$ cat src/core/atms_pkg.sv
package atms_pkg;
  // converter result and channel widths
  localparam int RES_W = 10;
  localparam int CH_W = 3;
  localparam int WORD_W = 16;
  localparam int CFG_W = 12;
  localparam int FIFO_DEPTH = 8;
  localparam int FIFO_AW = 3;
  localparam int FIFO_CW = 4;
  localparam int CNT_W = 5;

  // conversion modes
  localparam logic [1:0] MODE_ONE_SHOT = 2'h0;
  localparam logic [1:0] MODE_REPEAT = 2'h1;
  localparam logic [1:0] MODE_SWEEP = 2'h2;
  localparam logic [1:0] MODE_REP_SWEEP = 2'h3;

  // config word fields
  localparam int CFG_LONG_BIT = 9;
  localparam int CFG_MODE_MSB = 6;
  localparam int CFG_MODE_LSB = 5;
  localparam int CFG_SEQ_MSB = 4;
  localparam int CFG_SEQ_LSB = 3;
  localparam int CFG_EOC_BIT = 2;
  localparam int CFG_THR_MSB = 1;
  localparam int CFG_THR_LSB = 0;
  localparam logic [CFG_W-1:0] CFG_RESET = 12'h000;

  // sweep orders and fifo thresholds
  localparam logic [1:0] SEQ_ASCEND = 2'h0;
  localparam logic [1:0] SEQ_EVEN = 2'h1;
  localparam logic [1:0] SEQ_EVEN_PAIRS = 2'h2;
  localparam logic [1:0] SEQ_ZERO_TWO = 2'h3;
  localparam logic [1:0] THR_FULL = 2'h0;
  localparam logic [1:0] THR_3Q = 2'h1;
  localparam logic [1:0] THR_HALF = 2'h2;
  localparam logic [FIFO_CW-1:0] LVL_FULL = 4'h8;
  localparam logic [FIFO_CW-1:0] LVL_3Q = 4'h6;
  localparam logic [FIFO_CW-1:0] LVL_HALF = 4'h4;
  localparam logic [FIFO_CW-1:0] LVL_1Q = 4'h2;

  // serial commands, top nibble of the word
  localparam logic [3:0] CMD_WRITE_CFG = 4'hA;
  localparam logic [3:0] CMD_READ_FIFO = 4'hE;
  localparam int CMD_SEL_BIT = 3;

  // frame edge counts
  localparam int NIB_EDGE = 4;
  localparam int SHORT_CONV_EDGE = 16;
  localparam int LONG_CONV_EDGE = 28;
  localparam logic [CNT_W-1:0] NIB_LAST = 5'(NIB_EDGE - 1);
  localparam logic [CNT_W-1:0] SHORT_LAST = 5'(SHORT_CONV_EDGE - 1);
  localparam logic [CNT_W-1:0] LONG_LAST = 5'(LONG_CONV_EDGE - 1);

  // timing
  localparam int CLK_PERIOD_NS = 10;
  localparam int CONV_TIME_NS = 1400;
  localparam int CONV_CYC = (CONV_TIME_NS + CLK_PERIOD_NS - 1) / CLK_PERIOD_NS;
  localparam int STROBE_LOW_NS = 800;
  localparam int STROBE_LOW_CYC = (STROBE_LOW_NS + CLK_PERIOD_NS - 1) / CLK_PERIOD_NS;
  localparam int SCLK_HALF_CYC = 8;
  localparam int HOST_GAP_CYC = 2 * CONV_CYC;
  localparam int TMR_W = 9;

  // synchroniser lanes on the device side
  localparam int P_SCLK = 4;
  localparam int P_CS = 3;
  localparam int P_FS = 2;
  localparam int P_SDI = 1;
  localparam int P_STB = 0;
  localparam logic [4:0] LINK_IDLE = 5'h09;

  // controller registers
  localparam logic [7:0] HREG_CMD = 8'h00;
  localparam logic [7:0] HREG_STAT = 8'h04;
  localparam logic [7:0] HREG_RESP = 8'h08;
  localparam logic [7:0] HREG_STRB = 8'h0C;
  localparam int HCMD_LONG_BIT = 16;
  localparam int HCMD_FS_BIT = 17;

  typedef enum logic [1:0] {ST_IDLE, ST_SAMPLE, ST_CONVERT} atms_state_t;
  typedef enum logic [2:0] {H_IDLE, H_FSYNC, H_FRAME, H_STROBE, H_GAP} atms_hstate_t;
endpackage

$ cat src/core/atms_link_if.sv
`timescale 1ns/10ps
interface atms_link_if;
  logic sclk;
  logic cs_n;
  logic fs;
  logic sdi;
  logic strobe_n;
  logic serial_result_out;
  logic sdo_oe;
  logic sdo_line;
  logic status_pin;

  assign sdo_line = sdo_oe ? serial_result_out : 1'b0;

  modport dev (
    input sclk, cs_n, fs, sdi, strobe_n,
    output serial_result_out, sdo_oe, status_pin
  );
  modport host (
    output sclk, cs_n, fs, sdi, strobe_n,
    input sdo_line, status_pin
  );
endinterface

$ cat src/core/atms_dev.sv
// Register access over AHB-Lite and the register offsets are this design's own decisions.
`timescale 1ns/10ps
module atms_dev
  import atms_pkg::*;
(
  input wire logic I_CLK_SYS,
  input wire logic I_RST,
  atms_link_if.dev LINK,
  input wire logic [RES_W-1:0] I_SAMPLE_DATA,
  output logic [CH_W-1:0] O_SAMPLE_CH,
  output logic O_SAMPLE_HOLD
);

  function automatic logic [CH_W-1:0] seq_ch(input logic [1:0] sel, input logic [2:0] idx);
    unique case (sel)
      SEQ_ASCEND: seq_ch = idx;
      SEQ_EVEN: seq_ch = {idx[1:0], 1'b0};
      SEQ_EVEN_PAIRS: seq_ch = {idx[2:1], 1'b0};
      SEQ_ZERO_TWO: seq_ch = {1'b0, idx[0], 1'b0};
    endcase
  endfunction

  function automatic logic [FIFO_CW-1:0] thr_lvl(input logic [1:0] sel);
    unique case (sel)
      THR_FULL: thr_lvl = LVL_FULL;
      THR_3Q: thr_lvl = LVL_3Q;
      THR_HALF: thr_lvl = LVL_HALF;
      default: thr_lvl = LVL_1Q;
    endcase
  endfunction

  logic [4:0] pins;
  logic [4:0] s1_q;
  logic [4:0] s2_q;
  logic [4:0] s3_q;
  logic sclk_rise;
  logic cs_low;
  logic frame_start;
  logic stb_fall;
  logic stb_rise;
  logic sdi_bit;

  assign pins = {LINK.sclk, LINK.cs_n, LINK.fs, LINK.sdi, LINK.strobe_n};

  // two-stage synchronisers, third stage for edges
  always_ff @(posedge I_CLK_SYS) begin
    if (I_RST) begin
      s1_q <= LINK_IDLE;
      s2_q <= LINK_IDLE;
      s3_q <= LINK_IDLE;
    end else begin
      s1_q <= pins;
      s2_q <= s1_q;
      s3_q <= s2_q;
    end
  end

  assign sclk_rise = s2_q[P_SCLK] & ~s3_q[P_SCLK];
  assign cs_low = ~s2_q[P_CS];
  assign frame_start = (cs_low & s3_q[P_CS]) | (cs_low & s2_q[P_FS] & ~s3_q[P_FS]);
  assign stb_fall = ~s2_q[P_STB] & s3_q[P_STB] & ~cs_low;
  assign stb_rise = s2_q[P_STB] & ~s3_q[P_STB] & ~cs_low;
  assign sdi_bit = s2_q[P_SDI];

  logic [CFG_W-1:0] cfg_q;
  logic [1:0] mode;
  logic sweep;
  logic in_frame_q;
  logic [CNT_W-1:0] cnt_q;
  logic [WORD_W-1:0] rx_q;
  logic [WORD_W-1:0] sh_q;
  logic oe_q;
  logic edge_ok;
  logic nib_done;
  logic word_done;
  logic conv_edge;
  logic [3:0] nib;
  logic [WORD_W-1:0] word;
  logic [3:0] cmd;

  assign mode = cfg_q[CFG_MODE_MSB:CFG_MODE_LSB];
  assign sweep = mode[1];
  assign edge_ok = in_frame_q & cs_low & sclk_rise;
  assign nib = {rx_q[2:0], sdi_bit};
  assign word = {rx_q[WORD_W-2:0], sdi_bit};
  assign cmd = word[WORD_W-1:WORD_W-4];
  assign nib_done = edge_ok & (cnt_q == NIB_LAST);
  assign word_done = edge_ok & (cnt_q == SHORT_LAST);
  assign conv_edge = edge_ok & (cnt_q == (cfg_q[CFG_LONG_BIT] ? LONG_LAST : SHORT_LAST));

  atms_state_t st_q;
  logic ext_q;
  logic [TMR_W-1:0] tmr_q;
  logic conv_done;
  logic halt_q;
  logic pend_q;
  logic int_q;
  logic frame_trig;
  logic [CH_W-1:0] sel_ch_q;
  logic [2:0] idx_q;
  logic [CH_W-1:0] conv_ch;
  logic [RES_W-1:0] hold_q;

  logic [RES_W-1:0] mem [FIFO_DEPTH];
  logic [FIFO_AW-1:0] wr_q;
  logic [FIFO_AW-1:0] rd_q;
  logic [FIFO_CW-1:0] fcnt_q;
  logic push;
  logic pop;
  logic thr_now;
  logic fifo_clr;
  logic cfg_wr;
  logic [RES_W-1:0] out_word;

  assign conv_done = (st_q == ST_CONVERT) & (tmr_q == '0);
  assign cfg_wr = word_done & (cmd == CMD_WRITE_CFG);
  // frame triggers: a select, or any plain frame in fifo modes
  assign frame_trig = ~nib[CMD_SEL_BIT] | ((mode != MODE_ONE_SHOT)
                      & (nib != CMD_WRITE_CFG) & (nib != CMD_READ_FIFO));
  assign conv_ch = sweep ? seq_ch(cfg_q[CFG_SEQ_MSB:CFG_SEQ_LSB], idx_q) : sel_ch_q;
  assign push = conv_done & (mode != MODE_ONE_SHOT) & (fcnt_q != LVL_FULL);
  assign pop = word_done & (cmd == CMD_READ_FIFO) & (fcnt_q != '0) & (mode != MODE_ONE_SHOT);
  assign thr_now = push & ((fcnt_q + 4'h1) == thr_lvl(cfg_q[CFG_THR_MSB:CFG_THR_LSB]));
  assign fifo_clr = cfg_wr | (word_done & pend_q & (cmd != CMD_READ_FIFO))
                    | (stb_fall & pend_q & (mode == MODE_REP_SWEEP));
  assign out_word = (mode == MODE_ONE_SHOT) ? hold_q : mem[rd_q];

  // serial frame: count edges, shift command in and result out
  always_ff @(posedge I_CLK_SYS) begin
    if (I_RST) begin
      in_frame_q <= 1'b0;
      cnt_q <= '0;
      rx_q <= '0;
      sh_q <= '0;
      oe_q <= 1'b0;
    end else begin
      oe_q <= cs_low;
      if (frame_start) begin
        in_frame_q <= 1'b1;
        cnt_q <= '0;
        sh_q <= {out_word, {(WORD_W-RES_W){1'b0}}};
      end else if (!cs_low) begin
        in_frame_q <= 1'b0;
      end else if (edge_ok) begin
        if (cnt_q != LONG_LAST) begin
          cnt_q <= cnt_q + 5'h01;
        end
        rx_q <= word;
        sh_q <= {sh_q[WORD_W-2:0], 1'b0};
      end
    end
  end

  // configuration and channel select
  always_ff @(posedge I_CLK_SYS) begin
    if (I_RST) begin
      cfg_q <= CFG_RESET;
      sel_ch_q <= '0;
    end else begin
      if (cfg_wr) begin
        cfg_q <= word[CFG_W-1:0];
      end
      if (nib_done && !nib[CMD_SEL_BIT]) begin
        sel_ch_q <= nib[CH_W-1:0];
      end
    end
  end

  // sample and convert sequencing
  always_ff @(posedge I_CLK_SYS) begin
    if (I_RST) begin
      st_q <= ST_IDLE;
      ext_q <= 1'b0;
      tmr_q <= '0;
    end else begin
      unique case (st_q)
        ST_IDLE: begin
          if (stb_fall && !halt_q) begin
            st_q <= ST_SAMPLE;
            ext_q <= 1'b1;
          end else if (nib_done && frame_trig && !halt_q) begin
            st_q <= ST_SAMPLE;
            ext_q <= 1'b0;
          end
        end
        ST_SAMPLE: begin
          if (ext_q ? stb_rise : conv_edge) begin
            st_q <= ST_CONVERT;
            tmr_q <= TMR_W'(CONV_CYC - 1);
          end
        end
        ST_CONVERT: begin
          if (tmr_q == '0) begin
            st_q <= ST_IDLE;
          end else begin
            tmr_q <= tmr_q - 9'h001;
          end
        end
        default: st_q <= ST_IDLE;
      endcase
    end
  end

  // sweep position, halt, pending threshold, interrupt
  always_ff @(posedge I_CLK_SYS) begin
    if (I_RST) begin
      idx_q <= '0;
      halt_q <= 1'b0;
      pend_q <= 1'b0;
      int_q <= 1'b0;
    end else begin
      if (cfg_wr) begin
        idx_q <= '0;
      end else if (conv_done && sweep) begin
        idx_q <= idx_q + 3'h1;
      end
      if (mode == MODE_SWEEP && push && (thr_now || idx_q == 3'h7)) begin
        halt_q <= 1'b1;
      end else if (cfg_wr || (pop && fcnt_q == 4'h1)) begin
        halt_q <= 1'b0;
      end
      if (thr_now && (mode == MODE_REPEAT || mode == MODE_REP_SWEEP)) begin
        pend_q <= 1'b1;
      end else if (word_done || fifo_clr) begin
        pend_q <= 1'b0;
      end
      if ((conv_done && mode == MODE_ONE_SHOT) || thr_now) begin
        int_q <= 1'b1;
      end else if (frame_start) begin
        int_q <= 1'b0;
      end
    end
  end

  // fifo pointers and one-shot holding register
  always_ff @(posedge I_CLK_SYS) begin
    if (I_RST) begin
      wr_q <= '0;
      rd_q <= '0;
      fcnt_q <= '0;
      hold_q <= '0;
    end else begin
      if (conv_done && mode == MODE_ONE_SHOT) begin
        hold_q <= I_SAMPLE_DATA;
      end
      if (push) begin
        wr_q <= wr_q + 3'h1;
      end
      if (fifo_clr) begin
        rd_q <= wr_q;
        fcnt_q <= push ? 4'h1 : 4'h0;
      end else begin
        if (pop) begin
          rd_q <= rd_q + 3'h1;
        end
        fcnt_q <= fcnt_q + (push ? 4'h1 : 4'h0) - (pop ? 4'h1 : 4'h0);
      end
    end
  end

  always_ff @(posedge I_CLK_SYS) begin
    if (push) begin
      mem[wr_q] <= I_SAMPLE_DATA;
    end
  end

  // pin and user-side outputs
  logic pin_q;

  always_ff @(posedge I_CLK_SYS) begin
    if (I_RST) begin
      pin_q <= 1'b1;
      O_SAMPLE_CH <= '0;
      O_SAMPLE_HOLD <= 1'b0;
    end else begin
      pin_q <= cfg_q[CFG_EOC_BIT] ? (st_q != ST_CONVERT) : ~int_q;
      O_SAMPLE_CH <= conv_ch;
      O_SAMPLE_HOLD <= (st_q == ST_SAMPLE);
    end
  end

  assign LINK.serial_result_out = sh_q[WORD_W-1];
  assign LINK.sdo_oe = oe_q;
  assign LINK.status_pin = pin_q;

endmodule

$ cat src/flat_wrapper.sv
// flat-port wrapper written by rule: the top's interface ports become plain ports
module atms_dev_flat import atms_pkg::*;
  (I_CLK_SYS, I_RST, I_SAMPLE_DATA, O_SAMPLE_CH, O_SAMPLE_HOLD, LINK_sclk, LINK_cs_n, LINK_fs, LINK_sdi, LINK_strobe_n, LINK_serial_result_out, LINK_sdo_oe, LINK_status_pin);
  atms_link_if LINK_i ();
  input wire logic I_CLK_SYS;
  input wire logic I_RST;
  input wire logic [RES_W-1:0] I_SAMPLE_DATA;
  output logic [CH_W-1:0] O_SAMPLE_CH;
  output logic O_SAMPLE_HOLD;
  input wire logic [$bits(LINK_i.sclk)-1:0] LINK_sclk;
  input wire logic [$bits(LINK_i.cs_n)-1:0] LINK_cs_n;
  input wire logic [$bits(LINK_i.fs)-1:0] LINK_fs;
  input wire logic [$bits(LINK_i.sdi)-1:0] LINK_sdi;
  input wire logic [$bits(LINK_i.strobe_n)-1:0] LINK_strobe_n;
  output wire logic [$bits(LINK_i.serial_result_out)-1:0] LINK_serial_result_out;
  output wire logic [$bits(LINK_i.sdo_oe)-1:0] LINK_sdo_oe;
  output wire logic [$bits(LINK_i.status_pin)-1:0] LINK_status_pin;
  assign LINK_i.sclk = LINK_sclk;
  assign LINK_i.cs_n = LINK_cs_n;
  assign LINK_i.fs = LINK_fs;
  assign LINK_i.sdi = LINK_sdi;
  assign LINK_i.strobe_n = LINK_strobe_n;
  assign LINK_serial_result_out = LINK_i.serial_result_out;
  assign LINK_sdo_oe = LINK_i.sdo_oe;
  assign LINK_status_pin = LINK_i.status_pin;
  atms_dev u_core (.I_CLK_SYS(I_CLK_SYS), .I_RST(I_RST), .LINK(LINK_i), .I_SAMPLE_DATA(I_SAMPLE_DATA), .O_SAMPLE_CH(O_SAMPLE_CH), .O_SAMPLE_HOLD(O_SAMPLE_HOLD));
endmodule
$ cat config.mk
export PLATFORM = sky130hd
export DESIGN_NAME = atms_dev_flat
export DESIGN_NICKNAME = d
export VERILOG_FILES = /design/src/core/atms_pkg.sv /design/src/core/atms_link_if.sv /design/src/core/atms_dev.sv /design/src/flat_wrapper.sv
export SDC_FILE = /design/constraint.sdc
export NUM_CORES = 1
export LEC_CHECK = 0
export BUFFER_PORTS_ARGS = -buffer_cell sky130_fd_sc_hd__buf_4
export CAP_MARGIN = 40
export CORE_MARGIN = 5
export CORE_UTILIZATION = 60
export CTS_BUF_LIST = sky130_fd_sc_hd__clkbuf_16
export DETAILED_ROUTE_END_ITERATION = 12
export PLACE_DENSITY = 0.85
export SLEW_MARGIN = 20
export SYNTH_ARGS = -nofsm -noshare
export SYNTH_HDL_FRONTEND = slang
export SYNTH_SLANG_ARGS = --single-unit
$ cat constraint.sdc
create_clock -name I_CLK_SYS -period 3.8 [get_ports I_CLK_SYS]
set_input_delay 0.76 -clock I_CLK_SYS [delete_from_list [all_inputs] [get_ports I_CLK_SYS]]
set_output_delay 0.76 -clock I_CLK_SYS [all_outputs]
set_load 0.005 [all_outputs]
# Word-level counts from Yosys, hierarchy flattened
# Memories as Yosys holds them, arrays and structs flattened. A register that Yosys moved wholly into a read port is not among the register bits.
# Cells that the tools add are included.
dict set report totals {
  regBits 103
  mem_bits_rw 80
  in_bits 17
  out_inout_bits 7
  wordCells 178
  memories 1
}
dict set report op_classes {
  n_addsub 8
  n_eq_ne 29
  mux 37
  bitwise 39
  n_reduce_logical 40
}
# name depth word_bits read_ports rd_clocked_by_memory_dff write_ports line
set memory_table {}
lappend memory_table {u_core.mem 8 10 1 1 1 atms_dev.sv:104} ;# logic [RES_W-1:0] mem [FIFO_DEPTH];
# operator count
set op_table {}
lappend op_table {{16-bit 2-to-1 mux} 3}
lappend op_table {{1-bit AND} 27}
lappend op_table {{9-bit 2-to-1 mux} 2}
lappend op_table {{9-bit case mux with 2 select lines} 1}
lappend op_table {{2-bit nonzero test} 9}
lappend op_table {{1-bit 2-to-1 mux} 16}
lappend op_table {{4-bit inequality test (second input constant)} 4}
lappend op_table {{3-bit 2-to-1 mux} 5}
lappend op_table {{2-bit equality test (second input constant)} 6}
lappend op_table {{3-bit case mux with 4 select lines} 1}
lappend op_table {{4-bit case mux with 3 select lines} 1}
lappend op_table {{3-bit AND reduction} 4}
lappend op_table {{1-bit logical AND} 10}
lappend op_table {{10-bit 2-to-1 mux} 1}
lappend op_table {{3-bit by 1-bit adder with 3-bit output (second input constant)} 3}
lappend op_table {{9-bit logical NOT} 1}
lappend op_table {{9-bit by 1-bit subtractor with 9-bit output (second input constant)} 1}
lappend op_table {{2-bit by 1-bit equality test with 1-bit output (second input constant)} 4}
lappend op_table {{4-bit equality test (second input constant)} 2}
lappend op_table {{2-bit logical NOT} 4}
lappend op_table {{2-bit 2-to-1 mux} 4}
lappend op_table {{2-bit inequality test (second input constant)} 4}
lappend op_table {{1-bit NOT} 8}
lappend op_table {{2-bit case mux with 3 select lines} 1}
lappend op_table {{21 further kinds} 31}

# Depth between registers and ports, before layout
# Gate-level depths: netlist of the first run.
dict set report depth {
  ltp_word 11
  depth_mapped 12
  depth_no_buf 12
}

# Worst setup path before layout of the first run
# OpenSTA, ideal clock, no wires.
dict set report synth_timing {
  kind {register -> register}
  startpoint {register u_core.tmr_q[0]}
  endpoint {memory u_core.mem[0][0], enable pin}
  setup_time_ns 0.404
  arrival_time_ns 2.353
  t_required_ns 3.396
  slack_ns 1.043
  stages_incl_launch_ff 7
  n_path_buf 0
  period_less_slack_ns 2.757
  path_cell_list {dfxtp_1 > inv_1 > ha_1 > nor4b_1 > and2_1 > nand2_1 > nor4_1}
}
dict set report synth_via {
  elab_chain_cells 6
}
# item line
set synth_rtl {}
lappend synth_rtl {{from (decl)} atms_dev.sv:93} ;# logic [TMR_W-1:0] tmr_q;
lappend synth_rtl {{from (signal assigned)} atms_dev.sv:189} ;# tmr_q <= TMR_W'(CONV_CYC - 1);
lappend synth_rtl {{from (signal assigned)} atms_dev.sv:196} ;# tmr_q <= tmr_q - 9'h001;
lappend synth_rtl {{9-bit logical NOT} atms_dev.sv:115} ;# assign conv_done = (st_q == ST_CONVERT) & (tmr_q == '0);
lappend synth_rtl {{1-bit AND} atms_dev.sv:115}
lappend synth_rtl {{1-bit AND (2 in a row)} atms_dev.sv:121} ;# assign push = conv_done & (mode != MODE_ONE_SHOT) & (fcnt_q != LVL_FULL);
lappend synth_rtl {{1-bit 2-to-1 mux} atms_dev.sv:262} ;# if (push) begin
lappend synth_rtl {{1-bit 2-to-1 mux (implied by the code)} atms_dev.sv:263} ;# mem[wr_q] <= I_SAMPLE_DATA;
lappend synth_rtl {{to (decl)} atms_dev.sv:104}
# Every way passes these cells.

# Final worst setup path of the first run
dict set report layout_timing {
  startpoint {register u_core.cnt_q[0]}
  endpoint {register u_core.fcnt_q[2]}
}
dict set report layout_via {
  elab_chain_cells 8
  elab_cells_between_ends 13
  classes_between {add/sub: 1; eq/ne: 1; mux: 2; bitwise: 9}
}
# item line
set layout_rtl {}
lappend layout_rtl {{from (decl)} atms_dev.sv:69} ;# logic [CNT_W-1:0] cnt_q;
lappend layout_rtl {{from (signal assigned)} atms_dev.sv:146} ;# cnt_q <= cnt_q + 5'h01;
lappend layout_rtl {{5-bit by 4-bit equality test with 1-bit output (*)} atms_dev.sv:88} ;# assign word_done = edge_ok & (cnt_q == SHORT_LAST);
lappend layout_rtl {{1-bit AND (*)} atms_dev.sv:88}
lappend layout_rtl {{1-bit AND (3 in a row)} atms_dev.sv:122} ;# assign pop = word_done & (cmd == CMD_READ_FIFO) & (fcnt_q != '0) & (mode != MODE_ONE_SHOT);
lappend layout_rtl {{1-bit 2-to-1 mux} atms_dev.sv:256} ;# fcnt_q <= fcnt_q + (push ? 4'h1 : 4'h0) - (pop ? 4'h1 : 4'h0);
lappend layout_rtl {{4-bit subtractor} atms_dev.sv:256}
lappend layout_rtl {{4-bit 2-to-1 mux (*)} atms_dev.sv:249} ;# if (fifo_clr) begin
lappend layout_rtl {{to (signal assigned)} atms_dev.sv:251} ;# fcnt_q <= push ? 4'h1 : 4'h0;
lappend layout_rtl {{to (signal assigned)} atms_dev.sv:256}
lappend layout_rtl {{to (decl)} atms_dev.sv:107} ;# logic [FIFO_CW-1:0] fcnt_q;
# Every way passes the cells marked *; elsewhere a longest branch is shown, timed or not.
# A chain may end at the register's enable or synchronous reset.

==> impl_metrics.env, run 1 <==
export IMPL_status="finished, final reports clean"
export IMPL_netSwitchingFraction_pct=23.4
export IMPL_min_path_type="register to register"
export IMPL_critPathKind="register to register"
export IMPL_gp_congestion=0.824
export IMPL_rsz0062_at_grt="no"
export IMPL_grt_pass1_vias=4769
export IMPL_antenna_found_initial=0
export IMPL_netlist_area_mm2=0.00742
export IMPL_cp_max_fo=4
export IMPL_critPathArrivalTime_ns=3.26
export IMPL_drt_initial_drc_count=487
export IMPL_hold_viol=0
export IMPL_core_mm2=0.0121
export IMPL_firstDrtPassIters=7
export IMPL_ys_types=59
export IMPL_dr_wl_met2_um=7000
export IMPL_critPathRequiredTime_ns=4.15
export IMPL_drc=0
export IMPL_synth_edf_count=80
export IMPL_synth_simple_gate_area_share_pct=12.8
export IMPL_yosysTopAreaCellShare_pct=32.4
export IMPL_via_count=4731
export IMPL_clock_latency_ns=0.43
export IMPL_postCtsSetupBuffers=0
export IMPL_setup_slack_ns=0.889
export IMPL_p_int_w=0.00303
export IMPL_post_route_period_util_pct=76.6
export IMPL_final_core_util_pct=69.4
export IMPL_worstMarginPinSlew_ns=0.814
export IMPL_ioPinCount=24
export IMPL_cts_buffers=17
export IMPL_area_delta_synth_final_pct=12.8
export IMPL_synth_area_top_cells="edfxtp_1 32%, dfxtp_1 28%, mux4_2 6.1%"
export IMPL_synth_top_flop_cell="dfxtp_1"
export IMPL_muxShareOfSynthArea_pct=10.0
export IMPL_final_max_slew_viol_count=0
export IMPL_power_leakage_nw=2.82
export IMPL_clock_path_buffers=2
export IMPL_ir_worst_vdd_mv=0.535
export IMPL_cts_sinks=183
export IMPL_die_w_um=121
export IMPL_die_h_um=121
export IMPL_met3_length_um=659
export IMPL_grt_overflow_total=0
export IMPL_min_period_ns=2.91
export IMPL_synth_top_cell_by_area="edfxtp_1"
export IMPL_post_cts_resized=0
export IMPL_ant_nets=0
export IMPL_dp_hpwl_um=9350
export IMPL_maxCapViolCount=0
export IMPL_synth_top_family_by_area="simple AND/OR/NAND/NOR gates"
export IMPL_nets=682
export IMPL_met1Wirelength_um=6250
export IMPL_syn_avg_cell_area_um2=12.0
export IMPL_antenna_cells=0
export IMPL_r2r_slack_ns=0.89
export IMPL_setup_viol=0
export IMPL_routed_wl_um=14300
export IMPL_viasPerCell=5.74
export IMPL_synthArstFlopShare_pct=0
export IMPL_synthAdderAreaFrac_pct=3.81
export IMPL_fmax_ghz=0.344
export IMPL_synth_xor_area_share_pct=1.84
export IMPL_syn_nets=656
export IMPL_yosysWarnings=0
export IMPL_clkPwrFrac_pct=41.0
export IMPL_grtUsageTotal_pct=20.7
export IMPL_die_area_mm2=0.0147
export IMPL_sequentialPowerShare_pct=53.5
export IMPL_synth_compound_area_share_pct=8.77
export IMPL_crit_path_end_kind="register"
export IMPL_fillers=812
export IMPL_grt_pass1_wl_um=23500
export IMPL_drive_gt1_share_pct=15.2
export IMPL_pre_cts_ws_ns=0.871
export IMPL_postCtsHoldBufs=0
export IMPL_top_layer="met4"
export IMPL_htreeDepth=4
export IMPL_p_switching_w=0.000922
export IMPL_clock_skew_ns=0.0125
export IMPL_start_util_pct=61.5
export IMPL_yosysSeqAreaShare_pct=60.2
export IMPL_port_buffers=23
export IMPL_start_kind="register"
export IMPL_synth_seq_cells=183
export IMPL_finalSetupTns_ns=0
export IMPL_power_frac_comb_pct=5.5
export IMPL_cts_tree="done"
export IMPL_netlist_instances=617
export IMPL_placementRows=40
export IMPL_root_buffer="clkbuf_16"
export IMPL_clk_pin_slew_ns=0.07
export IMPL_powerDensity_mw_per_mm2=472
export IMPL_post_drt_wl_per_cell_um=17.4
export IMPL_grt_start_max_net_pins=93
export IMPL_maxSlewHeadroom_pct=45.7
## state kept, by name, summed over array words and instances, names as in the netlist, 5 cells and up, named ones only
register and flops:
u_core.cfg_q 8, u_core.cnt_q 5, u_core.hold_q 10, u_core.mem 80
u_core.rx_q 15, u_core.s1_q 5, u_core.s2_q 5, u_core.sh_q 10
u_core.tmr_q 9
## power groups by stage
| stage | combinational, W | clock (W) | sequential (W) |
|---|---|---|---|
| global placement | 0.000202 | 0 | 0.00215 |
| detailed placement | 0.000211 | 0 | 0.00216 |
| finish | 0.000217 | 0.00162 | 0.00211 |
| global route | 0.000242 | 0.00174 | 0.00212 |
| floorplan | 0.000145 | 0 | 0.00215 |
| CTS | 0.000213 | 0.00165 | 0.00211 |
## critical path: stages (launching register included)
cell and delay (ns):
dfxtp_1 0.40, ha_1 0.23, and3_1 0.18, ha_1 0.17, nand3_1 0.09, nor3_1 0.48, ha_1 0.33, inv_1 0.06
ha_1 0.15, inv_1 0.06, fa_1 0.37, xor2_1 0.15, nor3b_1 0.16
## stage by stage
stage | hold WS (ns) | cells | total power (W) | area, um^2
detailed placement | 0.412 | 789 | 0.00237 | 7780
CTS | 0.432 | 821 | 0.00397 | 8320
finish | 0.430 | 824 | 0.00395 | 8370
floorplan | 0.389 | 617 | 0.00229 | 7420
global placement | 0.405 | 787 | 0.00236 | 7760
global route | 0.437 | 824 | 0.00410 | 8370
## cells in the final DEF (no fill, tap or decap), types with 3 or more instances in the layout
| cell type | count |
|---|---|
| ha_1 | 21 |
| clkbuf_16 | 17 |
| edfxtp_1 | 80 |
| o21a_1 | 4 |
| o22ai_1 | 9 |
| xor2_1 | 5 |
| nor3_1 | 14 |
| xnor2_1 | 8 |
| mux2i_1 | 28 |
| buf_4 | 34 |
| inv_6 | 4 |
| nand2b_1 | 7 |
| nand3b_1 | 4 |
| a21oi_1 | 40 |
| a22oi_1 | 9 |
| nor4b_1 | 3 |
| inv_1 | 21 |
| o21ai_0 | 13 |
| and2_1 | 3 |
| or3_1 | 3 |
| nand2_1 | 79 |
| dfxtp_1 | 103 |
| nor3b_1 | 3 |
| inv_8 | 3 |
| a221oi_1 | 3 |
| inv_2 | 4 |
| nor2b_1 | 10 |
| or4_1 | 4 |
| a211oi_1 | 4 |
| nand3_1 | 6 |
| mux4_2 | 20 |
| or2_2 | 8 |
| nor2_1 | 40 |
## synthesized netlist by cell type, types with 2 or more instances
cell type / count
clkbuf_1: 22
nor3_1: 14
mux2i_1: 28
o21ai_1: 2
or2_2: 8
a22oi_1: 9
or3_1: 3
o21ai_0: 13
xor2_1: 5
buf_2: 4
a211oi_1: 4
ha_1: 21
dfxtp_1: 103
nor2b_1: 10
nand3b_1: 4
nor4_1: 2
buf_1: 3
o211ai_1: 2
o22ai_1: 9
nand3_1: 6
nand2_1: 79
a211o_1: 2
nand2b_1: 7
a221oi_1: 3
nor3b_1: 3
xnor2_1: 8
nor2_1: 40
inv_1: 20
mux4_2: 20
and2_1: 3
and3_1: 2
a21o_1: 2
or4_1: 4
a21oi_1: 40
a311oi_1: 2
o31ai_1: 2
nor4b_1: 4
edfxtp_1: 80
o21a_1: 4
## cell type report
class                           instances  area (um^2)  area share, %
Tap cell                              168          210           2.51
Sequential cell                       183         4460           53.4
Inverter                               21         78.8          0.942
Timing Repair Buffer                   36          298           3.56
Clock inverter                         15          115           1.38
Multi-Input combinational cell        384         2780           33.2
Clock buffer                           17          425           5.08
## cell families after synthesis
family,after synthesis
xor+xnor,14
mux,49
flops,183
buf+inv,50
compound gates,103
fa+ha+maj,22
simple gates,196
## final timing paths
check        cells past startpoint                         start                          end
max                             12  u_core.cnt_q[0]$_SDFFE_PP0P_  u_core.fcnt_q[2]$_SDFF_PP0_
max reg2reg                     12  u_core.cnt_q[0]$_SDFFE_PP0P_  u_core.fcnt_q[2]$_SDFF_PP0_
min                              1     u_core.s1_q[3]$_SDFF_PP1_    u_core.s2_q[3]$_SDFF_PP1_
min reg2reg                      1     u_core.s1_q[3]$_SDFF_PP1_    u_core.s2_q[3]$_SDFF_PP1_
## per-layer routing
| metal | up-vias | track usage (%) |
|---|---|---|
| met1 | 2296 | 25.6 |
| met4 | 0 | 8.68 |
| li1 | 2285 | - |
| met5 | - | 0 |
| met2 | 125 | 34.7 |
| met3 | 25 | 5.36 |
Power figures use the tool's default switching activity.
==> run 2, diff against run 1 <==
- CORE_UTILIZATION: 60 -> 55
- PLACE_DENSITY: 0.85 -> 0.83
- clock period: 3.8 -> 2.4 ns (I/O delays scaled with it)
==> run 2 against run 1 <==
Net effect:
- flip-flop and latch count stayed put
- global-route usage is 0.42 points higher
- clock skew is 0.0017 ns lower
- non-clock buffer count is 28 higher
- sequential share of layout area is 2.0 points lower
- wire length is 15% higher
- via count is 6.0% higher
- sequential power is 59% higher
- critical path depth stayed put
- first-iteration DRC count is 14% higher
==> impl_metrics.env, run 2 (synthesized netlist as in run 1, its figures left out) <==
export IMPL_status="finished, final reports clean"
export IMPL_ant_nets=0
export IMPL_slowest_delay_ns=0.36
export IMPL_ioPinCount=24
export IMPL_clk_pin_slew_ns=0.07
export IMPL_post_layout_nonfiller_instances=860
export IMPL_placementRows=42
export IMPL_grtUsageTotal_pct=21.2
export IMPL_min_path_type="input port to register"
export IMPL_antenna_cells=0
export IMPL_die_w_um=126
export IMPL_crit_path_end_kind="register"
export IMPL_final_common_cell="dfxtp_1"
export IMPL_pre_cts_ws_ns=-0.123
export IMPL_setup_viol=0
export IMPL_post_drt_wl_per_cell_um=19.2
export IMPL_sequentialPowerShare_pct=53.0
export IMPL_grt_start_max_net_pins=50
export IMPL_cp_max_fo=2
export IMPL_firstDrtPassIters=6
export IMPL_root_buffer="clkbuf_16"
export IMPL_drc=0
export IMPL_via_count=5016
export IMPL_clkPwrFrac_pct=41.1
export IMPL_port_buffers=23
export IMPL_cts_buffers=17
export IMPL_p_total_w=0.00632
export IMPL_p_switching_w=0.00148
export IMPL_use_met3_pct=4.57
export IMPL_grt_overflow_total=0
export IMPL_p_int_w=0.00485
export IMPL_ir_worst_vdd_mv=0.677
export IMPL_largestRegisters="u_core.mem (80), u_core.rx_q (15)"
export IMPL_htreeDepth=4
export IMPL_worstMarginPinSlew_ns=0.686
export IMPL_critPathTopFamily="adder cells"
export IMPL_dp_hpwl_um=9830
export IMPL_nets=710
export IMPL_hold_ws_ns=0.241
export IMPL_post_route_period_util_pct=98.4
export IMPL_area_delta_synth_final_pct=17.2
export IMPL_cts_tree="done"
export IMPL_postPlaceCellArea_mm2=0.00797
export IMPL_drt_initial_drc_count=556
export IMPL_cp_common_cell="ha_4"
export IMPL_grt_pass1_vias=5088
export IMPL_hold_viol=0
export IMPL_routed_wl_um=16500
export IMPL_viasPerCell=5.83
export IMPL_maxSlewHeadroom_pct=53.7
export IMPL_grt_pass1_wl_um=26100
export IMPL_cts_sinks=183
export IMPL_min_period_ns=2.36
export IMPL_clock_latency_ns=0.43
export IMPL_setup_slack_ns=0.0393
export IMPL_top_register="u_core.mem"
export IMPL_start_util_pct=56.0
export IMPL_start_kind="register"
export IMPL_fillers=955
export IMPL_netSwitchingFraction_pct=23.4
export IMPL_largest_reg_flops=80
export IMPL_gp_congestion=0.812
export IMPL_crit_chain="ha_4, and3_4, ha_4, nand3_4, nor3_4, ha_4, inv_2, ha_4, inv_2, fa_2, xor2_1, nor3b_1"
export IMPL_use_met2_pct=37.7
export IMPL_crit_buf_inv=2
export IMPL_critPathArrivalTime_ns=2.71
export IMPL_grt_busiest_layer="met2"
export IMPL_core_mm2=0.0132
export IMPL_fmax_ghz=0.424
export IMPL_drive_gt1_share_pct=21.5
export IMPL_maxCapViolCount=0
export IMPL_die_h_um=126
export IMPL_clock_path_buffers=2
export IMPL_final_max_slew_viol_count=0
export IMPL_met1_usage_pct=24.2
export IMPL_powerDensity_mw_per_mm2=727
export IMPL_rsz0062_at_grt="yes"
export IMPL_clock_skew_ns=0.0109
export IMPL_critPathKind="register to register"
export IMPL_power_leakage_nw=2.98
export IMPL_stdcell_area_mm2=0.00870
export IMPL_layout_common_cells="100 x dfxtp_1, 80 x edfxtp_1, 78 x nand2_1"
export IMPL_antenna_found_initial=0
export IMPL_critPathRequiredTime_ns=2.75
export IMPL_die_area_mm2=0.0159
export IMPL_cp_slowest_cell="dfxtp_2"
export IMPL_power_frac_comb_pct=5.9
export IMPL_placed_cells=818
==> run 2: cell count changes in the layout (fill, tap and decap cells not counted), sizes merged <==
| cell | previous run | this run |
|---|---|---|
| clkbuf | 17 | 18 |
| clkinvlp | 1 | 2 |
| clkinv | 2 | 3 |
| inv | 33 | 30 |
| buf | 36 | 64 |
==> run 2: power by group through the flow <==
stage / clock (W) / combinational, W / sequential (W)
floorplan: 0 / 0.000230 / 0.00340
global placement: 0 / 0.000327 / 0.00341
detailed placement: 0 / 0.000345 / 0.00341
CTS: 0.00264 / 0.000349 / 0.00334
global route: 0.00279 / 0.000412 / 0.00336
finish: 0.00260 / 0.000373 / 0.00335
==> run 2: layer usage <==
layer / vias to the layer above / wire length, um
li1: 2333 / -
met1: 2471 / 6380
met2: 165 / 8750
met3: 47 / 788
met4: 0 / 597
met5: - / 0
==> run 2: layout make-up <==
class / instances / area, um^2 / share of cell area [%]
Sequential cell: 183 / 4470 / 51.4
Multi-Input combinational cell: 384 / 2890 / 33.2
Timing Repair Buffer: 64 / 493 / 5.67
Clock buffer: 18 / 450 / 5.18
Tap cell: 176 / 220 / 2.53
Clock inverter: 14 / 96.3 / 1.11
Inverter: 21 / 78.8 / 0.906
==> run 2: worst paths after layout <==
kind	startpoint	to	slack (ns)	cells past startpoint
worst max-delay path	u_core.cnt_q[0]$_SDFFE_PP0P_	u_core.fcnt_q[2]$_SDFF_PP0_	0.04	12
worst min-delay path	LINK_cs_n	u_core.s1_q[3]$_SDFF_PP1_	0.24	2
worst max register to register	u_core.cnt_q[0]$_SDFFE_PP0P_	u_core.fcnt_q[2]$_SDFF_PP0_	0.04	12
worst min register to register	u_core.s1_q[3]$_SDFF_PP1_	u_core.s2_q[3]$_SDFF_PP1_	0.41	1
==> run 2: what timing repair did <==
item | in CTS | in global routing
buffers inserted | 5 | 5
gates resized for setup | 11 | 13
hold buffers | 0 | 0
pin swaps | 4 | 6
endpoints found under the setup margin | 3 | 15
==> run 2: through the flow <==
stage,setup TNS [ns],utilization (%)
6_report,0,65.7
4_1_cts,0,64.9
2_1_floorplan,-3.84,-
3_3_place_gp,-0.000243,60.2
5_1_grt,-0.154,65.7
3_5_place_dp,-0.275,60.2
==> run 3, diff against run 2 <==
- ABC_AREA: unset -> 1
- CORE_UTILIZATION: 55 -> 56
- PLACE_DENSITY: 0.83 -> 0.84
- SLEW_MARGIN: 20 -> unset
==> run 3 against run 2 <==
Net effect:
- clock power is 7% higher
- total power is 0.62% lower
- count of clock-buffer cells in the layout fell by 1
- sequential power down 2%
- critical path depth increased by 2
- synthesized cell count grew 45%
- register-to-register slack barely moved
- via count is 23% higher
- global-route usage up 0.44 points
==> impl_metrics.env, run 3 <==
export IMPL_status="finished, final reports clean"
export IMPL_synth_top_cell_by_area="edfxtp_1"
export IMPL_crit_path_end_kind="register"
export IMPL_critPathRequiredTime_ns=2.73
export IMPL_viasPerCell=5.44
export IMPL_root_buffer="clkbuf_16"
export IMPL_yosysWarnings=0
export IMPL_layout_common_cells="200 x nand2_1, 100 x nand3_1, 100 x dfxtp_1"
export IMPL_multiInputGateArea_mm2=0.00292
export IMPL_top_layer="met4"
export IMPL_dr_wl_met2_um=8310
export IMPL_grt_pass1_vias=5763
export IMPL_antenna_cells=0
export IMPL_min_period_ns=2.35
export IMPL_start_kind="register"
export IMPL_grt_pass1_wl_um=27900
export IMPL_placementRows=43
export IMPL_synth_seq_cells=183
export IMPL_htreeDepth=4
export IMPL_rr_worst_depth=14
export IMPL_synthArstFlopShare_pct=0
export IMPL_via_count=6151
export IMPL_clock_latency_ns=0.44
export IMPL_dp_hpwl_um=10900
export IMPL_power_leakage_nw=3.56
export IMPL_grt_start_max_net_pins=43
export IMPL_fmax_ghz=0.425
export IMPL_die_h_um=128
export IMPL_synthAdderAreaFrac_pct=3.62
export IMPL_regArea_mm2=0.00447
export IMPL_die_w_um=128
export IMPL_drive_gt1_share_pct=14.4
export IMPL_drt_initial_drc_count=607
export IMPL_ant_nets=0
export IMPL_yosysTopAreaCellShare_pct=30.7
export IMPL_cp_max_fo=3
export IMPL_rsz0062_at_grt="yes"
export IMPL_yosysSeqAreaShare_pct=57.1
export IMPL_post_drt_wl_per_cell_um=15.0
export IMPL_yosysMostFrequentCell="nand2_1"
export IMPL_worstMarginPinSlew_ns=0.747
export IMPL_grtUsageTotal_pct=21.6
export IMPL_cts_sinks=183
export IMPL_top_register="u_core.mem"
export IMPL_netlist_area_mm2=0.00782
export IMPL_core_mm2=0.0138
export IMPL_muxShareOfSynthArea_pct=0
export IMPL_rr_endpoint="u_core.fcnt_q[1]$_SDFF_PP0_"
export IMPL_antenna_found_initial=0
export IMPL_critPathArrivalTime_ns=2.68
export IMPL_synth_xor_area_share_pct=0.672
export IMPL_final_max_slew_viol_count=0
export IMPL_largest_reg_flops=80
export IMPL_port_buffers=23
export IMPL_synth_edf_count=80
export IMPL_cts_buffers=17
export IMPL_yosys_top_cells_count="200 x nand2_1, 103 x dfxtp_1, 101 x nand3_1"
export IMPL_ir_worst_vdd_mv=0.421
export IMPL_grt_overflow_total=0
export IMPL_final_common_cell="nand2_1"
export IMPL_postCtsHoldBufs=0
export IMPL_routed_wl_um=17000
export IMPL_clk_pin_slew_ns=0.07
export IMPL_netlist_instances=896
export IMPL_clock_path_buffers=2
export IMPL_setup_viol=0
export IMPL_synth_top_family_by_area="simple AND/OR/NAND/NOR gates"
export IMPL_final_core_util_pct=65.2
export IMPL_ys_types=34
export IMPL_ioPinCount=24
export IMPL_synth_top_flop_cell="dfxtp_1"
export IMPL_placed_cells=1094
export IMPL_syn_avg_cell_area_um2=8.72
export IMPL_die_area_mm2=0.0164
export IMPL_drc=0
export IMPL_maxCapViolCount=0
export IMPL_fillers=1071
export IMPL_cts_tree="done"
export IMPL_area_delta_synth_final_pct=14.9
export IMPL_largestRegisters="u_core.mem (80), u_core.rx_q (15)"
export IMPL_min_path_type="input port to register"
export IMPL_clock_skew_ns=0.00861
export IMPL_syn_nets=935
export IMPL_post_layout_nonfiller_instances=1131
export IMPL_cp_startpoint="u_core.cnt_q[1]$_SDFFE_PP0P_"
export IMPL_reg2reg_from="u_core.cnt_q[1]$_SDFFE_PP0P_"
export IMPL_met1Wirelength_um=7240
export IMPL_gp_congestion=0.865
export IMPL_start_util_pct=56.7
export IMPL_met3_length_um=1010
export IMPL_nets=977
export IMPL_synth_area_top_cells="edfxtp_1 31%, dfxtp_1 26%, nand2_1 9.6%"
export IMPL_maxSlewHeadroom_pct=50.2
export IMPL_firstDrtPassIters=5
export IMPL_post_route_period_util_pct=98.0
export IMPL_hold_viol=0
export IMPL_critPathKind="register to register"
export IMPL_synth_compound_area_share_pct=8.28
export IMPL_critPathCapture="u_core.fcnt_q[1]$_SDFF_PP0_"
export IMPL_r2r_slack_ns=0.05
export IMPL_synth_simple_gate_area_share_pct=24.0
export IMPL_powerDensity_mw_per_mm2=700
## run 3: changes by cell type after synthesis, moves of 9 or more
cell	before	now
nand2_1	79	200
nand3_1	6	101
inv_1	20	81
nor2_1	40	92
a21oi_1	40	73
o21ai_0	13	45
mux2i_1	28	0
mux4_2	20	0
nor2b_1	10	0
a22oi_1	9	0
o22ai_1	9	0
## run 3: logic make-up (layout without fill, tap and decap cells)
| logic type | Yosys count | after routing |
|---|---|---|
| flip-flops | 183 | 183 |
| AND/OR/NAND/NOR | 433 | 433 |
| buffers and inverters | 126 | 181 |
| XOR/XNOR | 6 | 6 |
| AO/OA/AOI/OAI | 126 | 126 |
| adder cells (fa/ha/maj) | 22 | 22 |
## run 3: area by class of cell
| type | count | share of cell area, % |
|---|---|---|
| inverters | 91 | 3.80 |
| multi-input cells | 587 | 32.5 |
| clock inverters | 15 | 1.84 |
| well taps | 180 | 2.51 |
| flip-flops and latches | 183 | 49.8 |
| repair buffers | 58 | 4.82 |
| clock buffers | 17 | 4.74 |
## run 3: worst max-delay path: stages, from the launching register on
cell	delay (ns)
dfxtp_2	0.36
ha_4	0.14
inv_2	0.04
nor3_2	0.16
ha_2	0.22
inv_2	0.05
nor2_4	0.12
nand3_2	0.10
inv_2	0.09
ha_4	0.19
inv_2	0.06
ha_4	0.12
inv_2	0.04
fa_2	0.53
nor2_2	0.03
## run 3: how the worst min path moves through the flow
stage | startpoint | to | cells past startpoint
floorplan | u_core.s1_q[1]$_SDFF_PP0_ | u_core.s2_q[1]$_SDFF_PP0_ | 2
detailed placement | u_core.s1_q[2]$_SDFF_PP0_ | u_core.s2_q[2]$_SDFF_PP0_ | 2
finish | LINK_cs_n | u_core.s1_q[3]$_SDFF_PP1_ | 2
CTS | LINK_strobe_n | u_core.s1_q[0]$_SDFF_PP1_ | 2
global placement | u_core.s1_q[2]$_SDFF_PP0_ | u_core.s2_q[2]$_SDFF_PP0_ | 2
global route | LINK_cs_n | u_core.s1_q[3]$_SDFF_PP1_ | 2
## run 3: report_power, final
part           switching [W]  internal (W)  total [W]  leakage, nW
combinational       0.000150     0.0000749   0.000224         1.73
clock                0.00122       0.00155    0.00277        0.273
sequential         0.0000142       0.00327    0.00329         1.55
total                0.00139       0.00490    0.00628         3.56
## run 3: layer usage
layer	vias to the layer above	track usage (%)
met4	0	9.05
li1	3029	-
met5	-	0
met2	199	35.2
met1	2886	28.2
met3	37	4.50
## run 3: what timing repair did
item / CTS / global route
buffers inserted: 2 / 2
endpoints found under the setup margin: 3 / 3
gates resized for setup: 7 / 15
gates cloned: 0 / 1
pin swaps: 2 / 7
## run 3: per-stage QoR
stage          setup TNS (ns)  total power, W  cell area (um^2)  hold slack (ns)  setup WS [ns]
6_report                    0         0.00628              8980            0.230         0.0469
5_1_grt                -0.126         0.00648              8980            0.219        -0.0460
4_1_cts                     0         0.00630              8910            0.218         0.0114
3_5_place_dp          -0.0884         0.00357              8280            0.394        -0.0807
3_3_place_gp                0         0.00357              8280            0.392        0.00556
2_1_floorplan          -0.492         0.00350              7820            0.388        -0.0123
